### src/hw/aoi_regs.svh
// register map, field positions and reset values of the axis interlock
// assumes a 32-bit AHB-Lite slave port and one 20 MHz clock
`ifndef AOI_REGS_SVH
`define AOI_REGS_SVH

// ----------------------------------------------------------------------
// register offsets
// ----------------------------------------------------------------------
`define AOI_OFS_CTRL 8'h00
`define AOI_OFS_CFG 8'h04
`define AOI_OFS_STATUS 8'h08
`define AOI_OFS_ALARM 8'h0C
`define AOI_OFS_IRQSTAT 8'h10
`define AOI_OFS_IRQMASK 8'h14

// ----------------------------------------------------------------------
// field positions
// ----------------------------------------------------------------------
`define AOI_CTRL_RAMP 0
`define AOI_CTRL_COAST 1
`define AOI_CTRL_FAST 2
`define AOI_CTRL_ENABLE 3
`define AOI_CTRL_ACK 4
`define AOI_CTRL_START 5
`define AOI_ST_FAULT 1
`define AOI_ST_INOP 2
`define AOI_ST_TRAV 3
`define AOI_ST_PULSE 4
`define AOI_ST_CODE_LO 8
`define AOI_CFG_RAMP_LO 8
`define AOI_AL_ABSENT 0
`define AOI_AL_REFUSED 1
`define AOI_AL_RAMP 2
`define AOI_AL_COAST 3
`define AOI_AL_FAST 4
`define AOI_AL_ENABLE 5

// ----------------------------------------------------------------------
// reset values and timing
// ----------------------------------------------------------------------
`define AOI_CTRL_RST 4'h0
`define AOI_AXIS_ABSENT 8'h00
`define AOI_RAMP_RST 16'h0064
`define AOI_MS_CYCLES 20000

`endif

### src/hw/aoi_pkg.sv
// types shared by the axis interlock modules
// assumes aoi_regs.svh is included by the modules that use it
package aoi_pkg;

  // control signals issued by the controller
  typedef struct packed {
    logic ctrlEnable;
    logic fastStop;
    logic coastStop;
    logic rampStop;
  } aoi_stopreq_t;

  // pin inputs after synchronising
  typedef struct packed {
    logic [7:0] faultCode;
    logic fault;
    logic standstill;
    logic travDone;
    logic fastChk;
    logic coastChk;
  } aoi_pins_t;

  // latched AHB address phase
  typedef struct packed {
    logic valid;
    logic write;
    logic [7:0] addr;
  } aoi_aphase_t;

  typedef enum logic [2:0] {
    AOI_IDLE = 3'b000,
    AOI_TRAVERSE = 3'b001,
    AOI_RAMP = 3'b010,
    AOI_CURLIM = 3'b011,
    AOI_PULSEOFF = 3'b100
  } aoi_state_t;

  typedef enum logic [1:0] {
    AOI_DEC_NONE = 2'b00,
    AOI_DEC_RAMP = 2'b01,
    AOI_DEC_CURLIM = 2'b10
  } aoi_decel_t;

endpackage : aoi_pkg

### src/hw/aoi_ramp_timer.sv
// ramp deceleration timer, counts whole milliseconds
// assumes start is a one-cycle pulse and abort clears a running ramp
`timescale 1ns/10ps
`default_nettype none
module aoi_ramp_timer
  import aoi_pkg::*;
#(
  parameter int MS_CYCLES = 20000
) (
  input wire logic sys_clk,
  input wire logic arst_n,
  input wire logic start,
  input wire logic abort,
  input wire logic [15:0] rampMs,
  output logic done
);

  logic [14:0] preQ;
  logic [15:0] msLeftQ;
  logic runQ;
  wire msTick = (preQ == 15'(MS_CYCLES - 1));
  wire lastMs = (msLeftQ <= 16'h0001);

  // ----------------------------------------------------------------------
  // prescaler and millisecond down counter
  // ----------------------------------------------------------------------
  // a zero ramp still lasts one millisecond, never a zero-length ramp
  always_ff @(posedge sys_clk or negedge arst_n) begin
    if (!arst_n) begin
      preQ <= 15'h0000;
      msLeftQ <= 16'h0000;
      runQ <= 1'b0;
    end else if (abort) begin
      runQ <= 1'b0;
      preQ <= 15'h0000;
    end else if (start) begin
      runQ <= 1'b1;
      preQ <= 15'h0000;
      msLeftQ <= rampMs;
    end else if (runQ) begin
      preQ <= msTick ? 15'h0000 : preQ + 15'h0001;
      if (msTick) begin
        msLeftQ <= msLeftQ - 16'h0001;
        if (lastMs) runQ <= 1'b0;
      end
    end
  end

  assign done = runQ & msTick & lastMs & ~abort;

endmodule // aoi_ramp_timer
`default_nettype wire

### src/hw/aoi_axis_interlock.sv
// interlock and alarm logic for one positioning axis
// assumes an AHB-Lite master on sys_clk and drive checkbacks from outside
`timescale 1ns/10ps
`default_nettype none
`include "aoi_regs.svh"
module aoi_axis_interlock
  import aoi_pkg::*;
#(
  parameter int MS_CYCLES = `AOI_MS_CYCLES
) (
  input wire logic sys_clk,
  input wire logic arst_n,
  // AHB-Lite slave
  input wire logic hsel,
  input wire logic [31:0] haddr,
  input wire logic [1:0] htrans,
  input wire logic hwrite,
  input wire logic [2:0] hsize,
  input wire logic [31:0] hwdata,
  input wire logic hready,
  output logic hreadyout,
  output logic hresp,
  output logic [31:0] hrdata,
  // drive side pins
  input wire logic coastChkIn,
  input wire logic fastChkIn,
  input wire logic travDoneIn,
  input wire logic standstillIn,
  input wire logic faultIn,
  input wire logic [7:0] faultCodeIn,
  output logic pulseEnable,
  output logic posCtrlEnable,
  output logic traverseActive,
  output logic [1:0] decelMode,
  output logic irq
);

  // ----------------------------------------------------------------------
  // pin synchronisers
  // ----------------------------------------------------------------------
  aoi_pins_t pinMetaQ, pinQ;
  wire aoi_pins_t pinRaw = '{faultCode: faultCodeIn, fault: faultIn,
                             standstill: standstillIn, travDone: travDoneIn,
                             fastChk: fastChkIn, coastChk: coastChkIn};

  // code runs through the same two stages as the fault level, sampled every cycle
  always_ff @(posedge sys_clk or negedge arst_n) begin
    if (!arst_n) begin
      pinMetaQ <= '0;
      pinQ <= '0;
    end else begin
      pinMetaQ <= pinRaw;
      pinQ <= pinMetaQ;
    end
  end

  // ----------------------------------------------------------------------
  // AHB-Lite address phase and decode
  // ----------------------------------------------------------------------
  aoi_aphase_t aphQ;
  wire addrTaken = hsel & htrans[1] & hready;
  wire wrData = aphQ.valid & aphQ.write;

  function automatic logic hit(input aoi_aphase_t a, input logic [7:0] ofs);
    hit = a.valid & a.write & (a.addr == ofs);
  endfunction

  wire wrCtrl = hit(aphQ, `AOI_OFS_CTRL);
  wire wrCfg = hit(aphQ, `AOI_OFS_CFG);
  wire wrIrqStat = hit(aphQ, `AOI_OFS_IRQSTAT);
  wire wrIrqMask = hit(aphQ, `AOI_OFS_IRQMASK);

  // zero wait states, every transfer answered OKAY
  assign hreadyout = 1'b1;
  assign hresp = 1'b0;

  always_ff @(posedge sys_clk or negedge arst_n) begin
    if (!arst_n) aphQ <= '0;
    else aphQ <= '{valid: addrTaken, write: hwrite, addr: haddr[7:0]};
  end

  // ----------------------------------------------------------------------
  // control and configuration registers
  // ----------------------------------------------------------------------
  aoi_stopreq_t reqQ;
  logic [7:0] axisTypeQ;
  logic [15:0] rampMsQ;
  logic ackPulseQ, startPulseQ;

  // ack and start are write strobes, they read back as zero
  always_ff @(posedge sys_clk or negedge arst_n) begin
    if (!arst_n) begin
      reqQ <= `AOI_CTRL_RST;
      ackPulseQ <= 1'b0;
      startPulseQ <= 1'b0;
    end else begin
      ackPulseQ <= wrCtrl & hwdata[`AOI_CTRL_ACK];
      startPulseQ <= wrCtrl & hwdata[`AOI_CTRL_START];
      if (wrCtrl) reqQ <= hwdata[`AOI_CTRL_ENABLE:`AOI_CTRL_RAMP];
    end
  end

  always_ff @(posedge sys_clk or negedge arst_n) begin
    if (!arst_n) begin
      axisTypeQ <= `AOI_AXIS_ABSENT;
      rampMsQ <= `AOI_RAMP_RST;
    end else if (wrCfg) begin
      axisTypeQ <= hwdata[7:0];
      rampMsQ <= hwdata[`AOI_CFG_RAMP_LO +: 16];
    end
  end

  // ----------------------------------------------------------------------
  // fault latch
  // ----------------------------------------------------------------------
  logic faultQ;
  logic [7:0] faultCodeQ;
  wire faultClr = ackPulseQ & ~pinQ.fault; // cause must be gone first

  // a new fault in the acknowledge cycle wins over the clear
  always_ff @(posedge sys_clk or negedge arst_n) begin
    if (!arst_n) begin
      faultQ <= 1'b0;
      faultCodeQ <= 8'h00;
    end else if (pinQ.fault) begin
      faultQ <= 1'b1;
      if (!faultQ) faultCodeQ <= pinQ.faultCode;
    end else if (faultClr) begin
      faultQ <= 1'b0;
    end
  end

  // ----------------------------------------------------------------------
  // in-operation condition
  // ----------------------------------------------------------------------
  logic inOpQ, armedQ, rampPrevQ;
  wire axisAbsent = (axisTypeQ == `AOI_AXIS_ABSENT);
  wire ctrlAllOn = reqQ.rampStop & reqQ.coastStop & reqQ.fastStop
                   & reqQ.ctrlEnable;
  wire chkAllOn = pinQ.coastChk & pinQ.fastChk;
  wire condOk = ctrlAllOn & chkAllOn & ~faultQ & ~axisAbsent;
  wire rampRise = reqQ.rampStop & ~rampPrevQ;
  wire inOpD = condOk & (armedQ | rampRise);
  wire inOpLost = inOpQ & ~inOpD;

  // re-arm needs a fresh off-then-on of the ramp stop request; a rise in the
  // same cycle as a loss still re-arms
  always_ff @(posedge sys_clk or negedge arst_n) begin
    if (!arst_n) begin
      inOpQ <= 1'b0;
      armedQ <= 1'b0;
      rampPrevQ <= 1'b0;
    end else begin
      rampPrevQ <= reqQ.rampStop;
      inOpQ <= inOpD;
      if (rampRise) armedQ <= 1'b1;
      else if (inOpLost) armedQ <= 1'b0;
    end
  end

  // ----------------------------------------------------------------------
  // stop reaction decode
  // ----------------------------------------------------------------------
  wire coastLost = ~reqQ.coastStop | ~pinQ.coastChk;
  wire fastLost = ~reqQ.fastStop | ~pinQ.fastChk;
  wire enableLost = ~reqQ.ctrlEnable;
  wire rampLost = ~reqQ.rampStop;
  // faults or axis removal also take the pulses away at once
  wire pulseOffNow = coastLost | enableLost | faultQ | axisAbsent;
  wire curLimNow = fastLost & ~pulseOffNow;
  wire rampNow = rampLost & ~pulseOffNow & ~fastLost;

  // ----------------------------------------------------------------------
  // traversing state machine
  // ----------------------------------------------------------------------
  aoi_state_t stateQ, stateD;
  wire rampDone;
  wire startOk = startPulseQ & inOpQ & ~axisAbsent;
  wire startRefused = startPulseQ & ~startOk;
  wire inTrav = (stateQ == AOI_TRAVERSE);
  wire inRamp = (stateQ == AOI_RAMP);
  wire enterRamp = inTrav & rampNow;

  always_comb begin
    stateD = stateQ;
    case (stateQ)
      AOI_IDLE: begin
        if (startOk) stateD = AOI_TRAVERSE;
      end
      AOI_TRAVERSE: begin
        if (pulseOffNow) stateD = AOI_PULSEOFF;
        else if (curLimNow) stateD = AOI_CURLIM;
        else if (rampNow) stateD = AOI_RAMP;
        else if (pinQ.travDone) stateD = AOI_IDLE;
      end
      AOI_RAMP: begin
        if (pulseOffNow) stateD = AOI_PULSEOFF;
        else if (curLimNow) stateD = AOI_CURLIM;
        else if (rampDone) stateD = AOI_PULSEOFF;
      end
      AOI_CURLIM: begin
        if (pulseOffNow) stateD = AOI_PULSEOFF;
        else if (pinQ.standstill) stateD = AOI_PULSEOFF;
      end
      AOI_PULSEOFF: begin
        stateD = AOI_IDLE;
      end
      default: begin
        stateD = AOI_IDLE;
      end
    endcase
  end

  always_ff @(posedge sys_clk or negedge arst_n) begin
    if (!arst_n) stateQ <= AOI_IDLE;
    else stateQ <= stateD;
  end

  // ramp length comes from the configured deceleration time
  aoi_ramp_timer #(
    .MS_CYCLES(MS_CYCLES)
  ) u_ramp (
    .sys_clk(sys_clk),
    .arst_n(arst_n),
    .start(enterRamp),
    .abort(inRamp & (pulseOffNow | curLimNow)),
    .rampMs(rampMsQ),
    .done(rampDone)
  );

  // ----------------------------------------------------------------------
  // drive outputs
  // ----------------------------------------------------------------------
  logic pulseEnQ, posCtrlQ, travQ;
  logic [1:0] decelQ;
  wire pulseEnD = (stateD == AOI_TRAVERSE) | (stateD == AOI_RAMP)
                  | (stateD == AOI_CURLIM) | ((stateD == AOI_IDLE) & inOpD);
  wire [1:0] decelD = (stateD == AOI_RAMP) ? AOI_DEC_RAMP :
                      (stateD == AOI_CURLIM) ? AOI_DEC_CURLIM : AOI_DEC_NONE;

  // pulses drop in the same cycle as the state leaves motion
  always_ff @(posedge sys_clk or negedge arst_n) begin
    if (!arst_n) begin
      pulseEnQ <= 1'b0;
      posCtrlQ <= 1'b0;
      travQ <= 1'b0;
      decelQ <= AOI_DEC_NONE;
    end else begin
      pulseEnQ <= pulseEnD & ~axisAbsent;
      posCtrlQ <= pulseEnD & ~axisAbsent;
      travQ <= (stateD == AOI_TRAVERSE);
      decelQ <= decelD;
    end
  end

  assign pulseEnable = pulseEnQ;
  assign posCtrlEnable = posCtrlQ;
  assign traverseActive = travQ;
  assign decelMode = decelQ;

  // ----------------------------------------------------------------------
  // alarm flags
  // ----------------------------------------------------------------------
  logic [5:0] alarmQ;
  wire recovered = inOpD & ~inOpQ; // in_operation regained
  wire [5:0] alarmSet = {inTrav & enableLost,
                         inTrav & fastLost & ~pulseOffNow,
                         inTrav & coastLost,
                         inTrav & rampLost & ~pulseOffNow & ~fastLost,
                         startRefused,
                         1'b0};

  // movement alarms hold until in_operation returns; set wins on a tie
  always_ff @(posedge sys_clk or negedge arst_n) begin
    if (!arst_n) begin
      alarmQ <= 6'h00;
    end else begin
      alarmQ[`AOI_AL_ABSENT] <= axisAbsent;
      alarmQ[5:1] <= alarmSet[5:1] | (alarmQ[5:1] & ~{5{recovered}});
    end
  end

  // ----------------------------------------------------------------------
  // interrupt status and mask
  // ----------------------------------------------------------------------
  logic [5:0] alarmPrevQ, irqStatQ, irqMaskQ;
  wire [5:0] alarmRise = alarmQ & ~alarmPrevQ;
  wire [5:0] w1c = wrIrqStat ? hwdata[5:0] : 6'h00;

  always_ff @(posedge sys_clk or negedge arst_n) begin
    if (!arst_n) begin
      alarmPrevQ <= 6'h00;
      irqStatQ <= 6'h00;
      irqMaskQ <= 6'h00;
    end else begin
      alarmPrevQ <= alarmQ;
      irqStatQ <= alarmRise | (irqStatQ & ~w1c);
      if (wrIrqMask) irqMaskQ <= hwdata[5:0];
    end
  end

  assign irq = |(irqStatQ & irqMaskQ);

  // ----------------------------------------------------------------------
  // read data
  // ----------------------------------------------------------------------
  logic [31:0] statusWord, rdMux;
  logic [31:0] rdataQ;
  wire aphRead = addrTaken & ~hwrite;

  always_comb begin
    statusWord = 32'h0000_0000;
    statusWord[`AOI_ST_FAULT] = faultQ;
    statusWord[`AOI_ST_INOP] = inOpQ;
    statusWord[`AOI_ST_TRAV] = travQ;
    statusWord[`AOI_ST_PULSE] = pulseEnQ;
    statusWord[`AOI_ST_CODE_LO +: 8] = faultCodeQ;
  end

  always_comb begin
    case (haddr[7:0])
      `AOI_OFS_CTRL: rdMux = {28'h000_0000, reqQ};
      `AOI_OFS_CFG: rdMux = {8'h00, rampMsQ, axisTypeQ};
      `AOI_OFS_STATUS: rdMux = statusWord;
      `AOI_OFS_ALARM: rdMux = {26'h000_0000, alarmQ};
      `AOI_OFS_IRQSTAT: rdMux = {26'h000_0000, irqStatQ};
      `AOI_OFS_IRQMASK: rdMux = {26'h000_0000, irqMaskQ};
      default: rdMux = 32'h0000_0000;
    endcase
  end

  // sampled at the address phase so data stand through the data phase
  always_ff @(posedge sys_clk or negedge arst_n) begin
    if (!arst_n) rdataQ <= 32'h0000_0000;
    else if (aphRead) rdataQ <= rdMux;
  end

  assign hrdata = rdataQ;

  // writes are decoded only in their own data phase
  wire unusedBits = ^{haddr[31:8], haddr[1:0], hsize, wrData, hwdata[31:24]};

endmodule // aoi_axis_interlock
`default_nettype wire

### config.mk
export PLATFORM = sky130hd
export DESIGN_NAME = aoi_axis_interlock
export DESIGN_NICKNAME = d
export VERILOG_FILES = /design/src/hw/aoi_pkg.sv /design/src/hw/aoi_ramp_timer.sv /design/src/hw/aoi_axis_interlock.sv
export VERILOG_INCLUDE_DIRS = /design/src /design/src/hw
export SDC_FILE = /design/constraint.sdc
export NUM_CORES = 1
export LEC_CHECK = 0
export BUFFER_PORTS_ARGS = -buffer_cell sky130_fd_sc_hd__buf_2
export CAP_MARGIN = 20
export CORE_MARGIN = 2
export CORE_UTILIZATION = 55
export CTS_CLUSTER_SIZE = 24
export DETAILED_ROUTE_END_ITERATION = 7
export GPL_TIMING_DRIVEN = 0
export PLACE_DENSITY = 0.77
export RECOVER_POWER = 50
export SYNTH_ARGS = -nofsm -noshare
export SYNTH_HDL_FRONTEND = slang
export SYNTH_SLANG_ARGS = --single-unit
### constraint.sdc
create_clock -name sys_clk -period 2.8 [get_ports sys_clk]
set_input_delay 0.28 -clock sys_clk [delete_from_list [all_inputs] [get_ports sys_clk]]
set_output_delay 0.28 -clock sys_clk [all_outputs]
set_load 0.01 [all_outputs]
Word-level counts from Yosys, hierarchy flattened. Index checks and enable logic that the tools add are counted.

Output and inout port bits: 40. Word-level logic and storage cells: 180. Bits in registers: 173.

$lt $le $gt $ge: 1. Reductions and logical operators: 13. Mux-type cells: 31. Bitwise gates (word level): 78. Add/subtract/negate cells: 2. Eq/ne operators: 15.

Operators by type and width (count): $pmux 24 s6 (1); $mux 15 (4); $mux 16 (3); $and 1x1->1 (42); $eq 8x5->1 const B (4); $mux 3 (10); $logic_not 8->1 (3); $and 6x6->6 (3); $not 1->1 (17); $eq 8x3->1 const B (2); $eq 8x4->1 const B (2); $le 16x1->1 const B (1); $sub 16x1->16 const B (1); $add 15x1->15 const B (1); $eq 15x15->1 const B (1); $eq 3x2->1 const B (4); $not 6->6 (2); $pmux 3 s4 (1); $or 1x1->1 (10); $mux 1 (9); $reduce_bool 2->1 (4); $eq 3x1->1 const B (2); $logic_not 3->1 (2); $mux 6 (1); 9 further kinds (10).

Longest topological paths before layout. Gate-level depths: netlist of the first run.

Word-level depth: 20. Depth in mapped cells: 8. Mapped depth without buffers: 8.

Hierarchy. A second synthesis of the first run with hierarchy kept.

Cells, all modules: 604. Area, all modules: 7304.5 um^2.

Modules (own cells, without submodules): aoi_axis_interlock (sequential area each 3331.9 um^2, area each 5281.3 um^2, cells each 375, times used 1); aoi_ramp_timer (sequential area each 800.8 um^2, area each 2023.2 um^2, cells each 229, times used 1).

Least setup slack after synthesis of the first run. No wires, ideal clock.

Path type: reg-to-reg. From: register u_ramp.preQ[7]. To: register u_ramp.msLeftQ[13]. Clock period less this slack: 2.320 ns. Path slack: 0.480 ns. Stages on the path, launching flop included: 7. Data arrival time: 2.186 ns. Cells stage by stage: dfrtp_1 or4_1 buf_2 or4_4 o41a_1 o21ai_1 o211ai_1.

Longest elaborated chain between the ends: 3.

RTL lines: start: declaration (line aoi_ramp_timer.sv:18) `logic [14:0] preQ;`; start signal: assignment (line aoi_ramp_timer.sv:41) `preQ <= msTick ? 15'h0000 : preQ + 15'h0001;`; $eq 15x15->1 (line aoi_ramp_timer.sv:21) `wire msTick = (preQ == 15'(MS_CYCLES - 1));`; $reduce_bool 2->1 (no source line); $reduce_and 3->1 (no source line); end signal: assignment (line aoi_ramp_timer.sv:39) `msLeftQ <= rampMs;`; end signal: assignment (line aoi_ramp_timer.sv:43) `msLeftQ <= msLeftQ - 16'h0001;`; end: declaration (line aoi_ramp_timer.sv:19) `logic [15:0] msLeftQ;`.

No other way between the ends. A chain may end at the register's enable or synchronous reset.

Worst setup path in the final report of the first run.
From: register axisTypeQ[2]. To: register u_ramp.preQ[5].

Longest elaborated chain between the ends: 8. Elaborated cells between the ends (all ways): 12. Classes of those cells: mux: 2; bitwise: 8; reduce/logical: 2.

RTL lines: start: declaration (line aoi_axis_interlock.sv:86) `logic [7:0] axisTypeQ;`; start signal: assignment (line aoi_axis_interlock.sv:105) `` axisTypeQ <= `AOI_AXIS_ABSENT; ``; start signal: assignment (line aoi_axis_interlock.sv:108) `axisTypeQ <= hwdata[7:0];`; $logic_not 8->1 (no source line) *; $or 1x1->1 * (line aoi_axis_interlock.sv:169) `wire pulseOffNow = coastLost | enableLost | faultQ | axisAbsent;`; $not 1->1 (line aoi_axis_interlock.sv:170, aoi_axis_interlock.sv:171); $and 1x1->1 (2 in a row) (line aoi_axis_interlock.sv:171) `wire rampNow = rampLost & ~pulseOffNow & ~fastLost;`; $and 1x1->1 (line aoi_axis_interlock.sv:182) `wire enterRamp = inTrav & rampNow;`; $mux 15 (line aoi_ramp_timer.sv:36) `end else if (start) begin`; $mux 15 (line aoi_ramp_timer.sv:33) `end else if (abort) begin`.

Mark *: on every way between the ends. The rest lies on a longest branch, timed or not.

==> results of run 1 <==
[critical path, delay by kind of cell, from the launching register on]
| family | cells | cell delay, ns |
|---|---|---|
| AOI/OAI and AO/OA | 2 | 0.59 |
| buffers and inverters | 2 | 0.50 |
| DFF | 1 | 0.41 |
| and+or+nand+nor | 3 | 1.05 |
[stage by stage]
stage	util, %	cell area (sq um)	setup slack, ns	total power, mW
global route	68.22	8645	-0.004913	5.305
detailed placement	61.93	7848	0.05359	2.727
floorplan	-	7198	0.4798	2.602
CTS	68.37	8663	0.02243	5.164
global placement	61.67	7814	-0.9046	2.714
finish	68.22	8645	0.1282	5.117
[power by group through the flow]
stage | registers, mW | clock network, mW | logic, mW
after floorplan | 2.52 | 0 | 0.0812
after global placement | 2.53 | 0 | 0.180
after detailed placement | 2.54 | 0 | 0.190
after CTS | 2.49 | 2.46 | 0.213
after global routing | 2.50 | 2.57 | 0.234
final | 2.50 | 2.41 | 0.208
[sequential cells by signal (all words and copies together), names as in the netlist, 8 cells and up]
signal,cells
axisTypeQ,8
u_ramp.preQ,15
u_ramp.msLeftQ,16
rampMsQ,16
aphQ,10
pinMetaQ,13
faultCodeQ,8
hrdata,24
pinQ,13
[cell families after synthesis]
group | after synthesis | share of synthesized area, %
fa+ha+maj | 3 | 0.5237
other cells | 2 | 0.1048
buf+inv | 70 | 4.276
mux | 50 | 7.820
flops | 165 | 57.65
compound gates | 164 | 14.77
simple gates | 196 | 14.12
xor+xnor | 6 | 0.7331
[final timing paths]
| check | from | to | slack [ns] | cells after the start |
|---|---|---|---|---|
| min reg2reg | pinMetaQ[4] | pinQ[4] | 0.35 | 0 |
| max | axisTypeQ[2] | u_ramp.preQ[5] | 0.13 | 7 |
| min in group asynchronous | arst_n | aphQ[2] | 0.81 | 2 |
| max reg2reg | axisTypeQ[2] | u_ramp.preQ[5] | 0.13 | 7 |
| min | haddr[6] | aphQ[6] | 0.07 | 1 |
| max in group asynchronous | arst_n | rampMsQ[2] | 0.81 | 3 |
[metal layers]
| layer | track usage [%] | vias to the layer above | routed length (microns) |
|---|---|---|---|
| met1 | 36.10 | 2829 | 7633 |
| li1 | - | 2617 | - |
| met4 | 11.37 | 0 | 451 |
| met3 | 6.419 | 42 | 1294 |
| met2 | 37.72 | 282 | 7677 |
| met5 | 0 | - | 0 |
[layout by cell type (no fill, tap or decap), drive strengths merged, types with 4 or more instances in the layout]
master,instances
a31oi,8
a22oi,12
nand3,18
dfrtp,162
mux2,48
nand3b,4
dlygate4sd3,20
nand4,8
clkbuf,85
inv,30
o21ai,58
nor2,43
buf,59
a21oi,30
or4,11
o22ai,5
and3,4
nor4,16
o211ai,5
nand2,62
conb,10
nor3,10
o2bb2ai,4
a2bb2oi,5
a21o,5
xor2,5
[area by class of cell]
class                           instances  area [sq um]
Fill cell                             983          4026
Sequential cell                       165          4133
Inverter                               26         97.59
Timing Repair Buffer                  101         581.8
Clock inverter                         13         172.7
Tap cell                              172         215.2
Multi-Input combinational cell        429          2790
Clock buffer                           19         442.9
Buffer                                 44         211.5
[timing repair]
action / CTS / global route
hold buffers: 20 / 0
endpoints found under the setup margin: 0 / 30
setup buffers: 0 / 0
gates resized for setup: 0 / 9
endpoints found under the hold margin: 85 / 0
==> results.toml, run 1 <==
[run_status]
status = "finished with violations"
failed_checks = "capacitance limit, slew limit"

[logic_synthesis]
synthTopCellsByCount = "dfrtp_1 (162), nand2_1 (62), o21ai_0 (55)"
synth_top_area_cell = "dfrtp_1"
netlist_instances = 656
synth_area_sq_um = 7168
synth_top_cells_by_area = "dfrtp_1 (57%), mux2_2 (7.5%), o21ai_0 (3.8%)"
synth_cell_types = 66
yosysMostFrequentCell = "dfrtp_1"
ys_async_sr_fraction_pct = 100.0
synth_edf_count = 0
syn_area_per_cell_sq_um = 10.93
ys_ff_latch = 165
synth_top_area_share_pct = 56.55
synthFlopType = "dfrtp_1"
synth_warnings = 0
yosysSeqAreaShare_pct = 57.65

[worst_setup_path]
path_class = "reg2reg"
start_kind = "flip-flop"
crit_fanout = 10
crit_slowest_cell = "or4_1"
critPathArrivalTime_ns = 2.99
cp_data_required_time_ns = 3.11
worst_path_most_repeated_cell = "o21ai_1"
cp-end-kind = "flip-flop"
cpPeakStageDelay_ns = 0.57
path_cells = "or4_1 > clkbuf_1 > o21ai_1 > o21ai_1 > nand2_1 > clkbuf_2 > nor2_1"

[die]
die_x_microns = 118.2
core_area_sq_um = 12670
die_h_microns = 118.2
boundaryPins = 127
rows = 41
start_util_pct = 56.57
die_area_sq_um = 13960

[power_and_ir_drop]
p_seq_share_pct = 48.8
clockPowerShare_pct = 47.2
switching_share_pct = 22.05
p_leak_nw = 3.786
ir_drop_uv = 523.7
combPwrFrac_pct = 4.1
power.switching_mw = 1.128
intPower_mw = 3.989
p_per_area_nw_per_um2 = 592.0

[cts]
clk_pin_slew_ns = 0.06
cts_made_buffers = 17
htreeDepth = 4
clock_sinks = 165
clockRootBuffer = "clkbuf_16"
clock_path_buffers = 2
clock_latency_ns = 0.44
tritoncts = "done"

[run]
drv_cap = 1

[global_routing]
grt_max_degree = 99
grt_pass1_wl_microns = 27990
overflow = 0
grt_use_total_pct = 25.60
antenna_found_initial = 0
grt_pass1_vias = 5475

[layout]
drive_gt1_share_pct = 19.20
instances_no_fill = 969
final_nets = 874
syn2layout_area_growth_pct = 20.60
n_antenna_cell = 0

[drt]
ant_nets = 0
vias_per_cell = 5.955
vias = 5770
drt_iter0_markers = 494
drt-total-wl_microns = 17060
post-route-drc-count = 0
first_pass_iters = 6
wire_per_inst_microns = 17.60

[sta]
worstMarginPinSlew_ns = 1.675
timing.final.crit_share_pct = 95.42
final_max_slew_viol_count = 68
setup_viol = 0
finalCriticalPeriod_ns = 2.672
hold_viol_final = 0
clock.fmax_mhz = 374.3
hold-worst-slack_ns = 0.07295
finalSetupTns_ns = 0
finClkSkew_ns = 0.009047
max-slew-margin-rel_pct = -11.63

[place]
io_buffers = 80
hpwl_microns = 11850
placed_cells = 917
place_congestion = 0.9276

[hold_path]
hp-class = "in2reg"
Power figures use the tool's default switching activity.
==> run 2: changes to the inputs <==
Settings changed: BUFFER_PORTS_ARGS -buffer_cell sky130_fd_sc_hd__buf_2 to not set, DONT_BUFFER_PORTS set to 1, PLACE_DENSITY 0.77 to 0.68.
==> results.toml, run 2 (synthesized netlist as in run 1, its figures left out) <==
[drt]
vias = 5474
ant_nets = 0
post-route-drc-count = 0
vias_per_cell = 5.989
first_pass_iters = 5
drt_iter0_markers = 596
wire_per_inst_microns = 18.86
drt-total-wl_microns = 17240

[die]
core_area_sq_um = 12670
start_util_pct = 56.57
rows = 41
boundaryPins = 127
die_area_sq_um = 13960
die_x_microns = 118.2
die_h_microns = 118.2

[layout]
n_fill_cell = 997
mostFrequentLayoutCells = "dfrtp_1 (162), nand2_1 (62), o21ai_0 (55)"
layout_commonest_cell = "dfrtp_1"
n_antenna_cell = 0
instances_no_fill = 914
final_nets = 819
drive_gt1_share_pct = 14.42
final_area_sq_um = 8508
syn2layout_area_growth_pct = 18.69
largest_reg_flops = 24
utilization_pct = 67.15

[sta]
max-slew-margin-rel_pct = 17.16
finalCriticalPeriod_ns = 2.696
timing.final.crit_share_pct = 96.28
clock.fmax_mhz = 370.9
hold-worst-slack_ns = -0.4639
final_max_slew_viol_count = 0
finClkSkew_ns = 0.01240
worstMarginPinSlew_ns = 1.225
rsz0062_at_grt = "true"
hold_viol_final = 165
setup_viol = 0
setup_ws_ns = 0.1041
finalSetupTns_ns = 0

[cts]
cts_made_buffers = 17
clock_sinks = 165
clock_path_buffers = 2
hold_buffers = 46
cts_setup_buffers = 0
htreeDepth = 4
clockRootBuffer = "clkbuf_16"
tritoncts = "done"
clock_latency_ns = 0.43
clk_pin_slew_ns = 0.07

[worst_setup_path]
cp-end-kind = "flip-flop"
crit_slowest_cell = "or4_4"
crit_cells = 6
path_class = "reg2reg"
rr_worst_depth = 6
cp_num_buf_inv = 0
critPathArrivalTime_ns = 3.01
crit_fanout = 9
cp_data_required_time_ns = 3.12
cpPeakStageDelay_ns = 0.75
cp_top_family = "simple AND/OR/NAND/NOR gates"
path_cells = "ha_1 > nand4_1 > or4_4 > nor2_1 > a31oi_1 > o22a_1"
start_kind = "flip-flop"

[global_routing]
grt_use_total_pct = 26.07
grt_max_degree = 166
overflow = 0
grt_pass1_wl_microns = 28550
antenna_found_initial = 0
grt_pass1_vias = 5542

[place]
placed_cells = 836
hpwl_microns = 11670
place_congestion = 0.8937
pre_cts_ws_ns = 0.02978
io_buffers = 0
postPlaceCellArea_sq_um = 7413

[run_status]
status = "finished with violations"
failed_checks = "hold timing"

[power_and_ir_drop]
p_leak_nw = 3.671
ir_drop_uv = 502.3
power_mw = 5.041
p_per_area_nw_per_um2 = 592.5

[hold_path]
hp-class = "in2async"

[run]
drv_cap = 0
## run 2: cell count changes in the layout (fill, tap and decap cells not counted), sizes merged, moves of 2 or more
| cell | delta |
|---|---|
| buf | -43 |
| clkbuf | -40 |
| clkinvlp | -2 |
| dlygate4sd3 | +26 |
| inv | +4 |
## run 2: final timing paths
kind                                startpoint                 to  slack (ns)
worst max-delay path            u_ramp.preQ[0]  u_ramp.msLeftQ[4]        0.10
worst min-delay path                    arst_n        irqMaskQ[3]       -0.46
worst max register to register  u_ramp.preQ[0]  u_ramp.msLeftQ[4]        0.10
worst min register to register     pinMetaQ[6]            pinQ[6]        0.35
max in group asynchronous               arst_n         rampMsQ[2]        3.03
min in group sys_clk                 hwdata[4]          ackPulseQ        0.03
## run 2: cell type report
type / instances / area [sq um] / share of cell area, %
flip-flops and latches: 165 / 4133 / 48.57
multi-input cells: 429 / 2779 / 32.66
repair buffers: 46 / 460.4 / 5.412
clock buffers: 17 / 425.4 / 5.000
well taps: 172 / 215.2 / 2.529
plain buffers: 44 / 210.2 / 2.471
clock inverters: 15 / 187.7 / 2.206
inverters: 26 / 97.59 / 1.147
## run 2: worst register-to-register path, delay by kind of cell, from the launching register on
kind / cells / cell delay (ns)
AO/OA/AOI/OAI: 2 / 0.36
adder cells (fa/ha/maj): 1 / 0.24
flip-flops: 1 / 0.41
AND/OR/NAND/NOR: 3 / 1.58
## run 2: metal layers
metal  vias to the layer above  GRT usage (%)  share of wire, %
met3                        23          6.853               8.2
met4                         0          10.32               1.7
met2                       246          39.02                46
li1                       2514              -                 -
met1                      2691          36.44                44
met5                         -              0                 0
## run 2: power by group
part / internal (mW) / leakage, nW / switching [mW] / total [mW]
clock network: 1.36 / 0.298 / 1.04 / 2.39
registers: 2.45 / 2.08 / 0.0462 / 2.50
logic: 0.0958 / 1.29 / 0.0554 / 0.151
## run 2: what timing repair did
item,CTS,global route
resized for setup,0,5
hold endpoints to repair,221,165
setup endpoints to repair,0,20
==> run 3: changes to the inputs <==
Settings changed: PLACE_DENSITY 0.68 to 0.71.
Clock period 2.8 ns to 2.2 ns, I/O delays scaled along.
==> results.toml, run 3 (synthesized netlist as in run 1, its figures left out) <==
[drt]
vias = 5583
wire_per_inst_microns = 18.87
post-route-drc-count = 0
drt_iter0_markers = 470
drt-total-wl_microns = 17490
ant_nets = 0
first_pass_iters = 6
vias_per_cell = 6.023

[worst_setup_path]
start_kind = "flip-flop"
cp_data_required_time_ns = 2.50
worstSetupStartpoint = "u_ramp.preQ[5]"
rr_worst_depth = 5
critPathArrivalTime_ns = 2.55
cp-end-kind = "flip-flop"
path_class = "reg2reg"
crit_fanout = 5
timing.rr.end = "u_ramp.msLeftQ[13]"
reg2reg_setup_slack_ns = -0.05
r2r-start = "u_ramp.preQ[5]"

[sta]
setup_viol = 2
finalSetupTns_ns = -0.05363
setup_ws_ns = -0.04647
worstMarginPinSlew_ns = 1.145
final_max_slew_viol_count = 0
finClkSkew_ns = 0.007309
finalCriticalPeriod_ns = 2.246
hold-worst-slack_ns = -0.5188
max-slew-margin-rel_pct = 22.62
timing.final.crit_share_pct = 102.1
clock.fmax_mhz = 445.1
hold_viol_final = 165
rsz0062_at_grt = "true"

[cts]
htreeDepth = 4
clock_path_buffers = 2
clk_pin_slew_ns = 0.07
hold_buffers = 48
cts_made_buffers = 17
clock_sinks = 165
tritoncts = "done"
clockRootBuffer = "clkbuf_16"
clock_latency_ns = 0.43

[global_routing]
antenna_found_initial = 0
grt_pass1_wl_microns = 28440
grt_max_degree = 166
grt_pass1_vias = 5528
grt_use_total_pct = 25.82
overflow = 0

[power_and_ir_drop]
ir_drop_uv = 547.0
p_leak_nw = 3.832
power_mw = 6.927
p_per_area_nw_per_um2 = 781.2

[die]
start_util_pct = 56.57
core_area_sq_um = 12670
die_area_sq_um = 13960
rows = 41
die_h_microns = 118.2
die_x_microns = 118.2
boundaryPins = 127

[place]
hpwl_microns = 11480
io_buffers = 0
placed_cells = 836
postPlaceCellArea_sq_um = 7420
place_congestion = 0.9217

[hold_path]
hp-class = "in2async"

[layout]
n_antenna_cell = 0
instances_no_fill = 927
final_nets = 832
drive_gt1_share_pct = 19.87
mostFrequentLayoutCells = "dfrtp_1 (160), nand2_1 (60), o21ai_0 (55)"
n_fill_cell = 923
final_area_sq_um = 8867
layout_commonest_cell = "dfrtp_1"
syn2layout_area_growth_pct = 23.70
largest_reg_flops = 24

[run_status]
failed_checks = "hold timing, setup timing"
status = "finished with violations"

[run]
drv_cap = 0
==> run 3: area by class of cell <==
| cell class | instances | area, sq um | area share (%) |
|---|---|---|---|
| Buffer | 39 | 209.0 | 2.356 |
| Clock buffer | 19 | 452.9 | 5.108 |
| Clock inverter | 13 | 262.8 | 2.963 |
| Inverter | 26 | 97.59 | 1.101 |
| Multi-Input combinational cell | 429 | 2894 | 32.64 |
| Sequential cell | 165 | 4135 | 46.63 |
| Tap cell | 172 | 215.2 | 2.427 |
| Timing Repair Buffer | 64 | 600.6 | 6.773 |
==> run 3: what timing repair did <==
| action | 4_1_cts | 5_1_grt |
|---|---|---|
| cloned | 0 | 0 |
| setup buffers | 12 | 4 |
| resized for setup | 29 | 13 |
| pin swaps | 4 | 7 |
| setup endpoints to repair | 60 | 41 |
| hold endpoints to repair | 227 | 165 |
==> run 3: worst max-delay path by stage <==
| stage | cells past startpoint | slack, ns | end |
|---|---|---|---|
| 2_1_floorplan | 6 | 0.002 | u_ramp.msLeftQ[13] |
| 3_3_place_gp | 7 | -0.51 | u_ramp.preQ[4] |
| 3_5_place_dp | 6 | -0.52 | posCtrlEnable |
| 4_1_cts | 6 | -0.06 | u_ramp.msLeftQ[13] |
| 5_1_grt | 5 | -0.08 | u_ramp.msLeftQ[13] |
| 6_report | 5 | -0.05 | u_ramp.msLeftQ[13] |
==> run 3: power breakdown <==
group / switching [mW] / leakage [nW] / internal [mW]
Clock: 1.22 / 0.350 / 2.32
Combinational: 0.0739 / 1.40 / 0.125
Sequential: 0.0598 / 2.08 / 3.12
Total: 1.36 / 3.83 / 5.57
==> run 3: worst max-delay path, cell delays in order (launching register included) <==
cell	delay, ns
dfrtp_1	0.38
or4_4	0.60
or4_4	0.56
o41a_1	0.34
o21ai_1	0.14
o211ai_1	0.10
==> run 3: per-stage QoR <==
stage / setup WS, ns / util, %
2_1_floorplan: 0.001591 / -
3_3_place_gp: -0.5060 / 58.56
3_5_place_dp: -0.5227 / 58.56
4_1_cts: -0.06401 / 69.54
5_1_grt: -0.08248 / 69.98
6_report: -0.04647 / 69.98
==> run 3: routing by layer <==
metal  part of all wire, %  GRT usage [%]
met1                    44          35.29
met4                   2.0          9.864
met2                    47          39.78
met3                   7.6          6.757
met5                     0              0
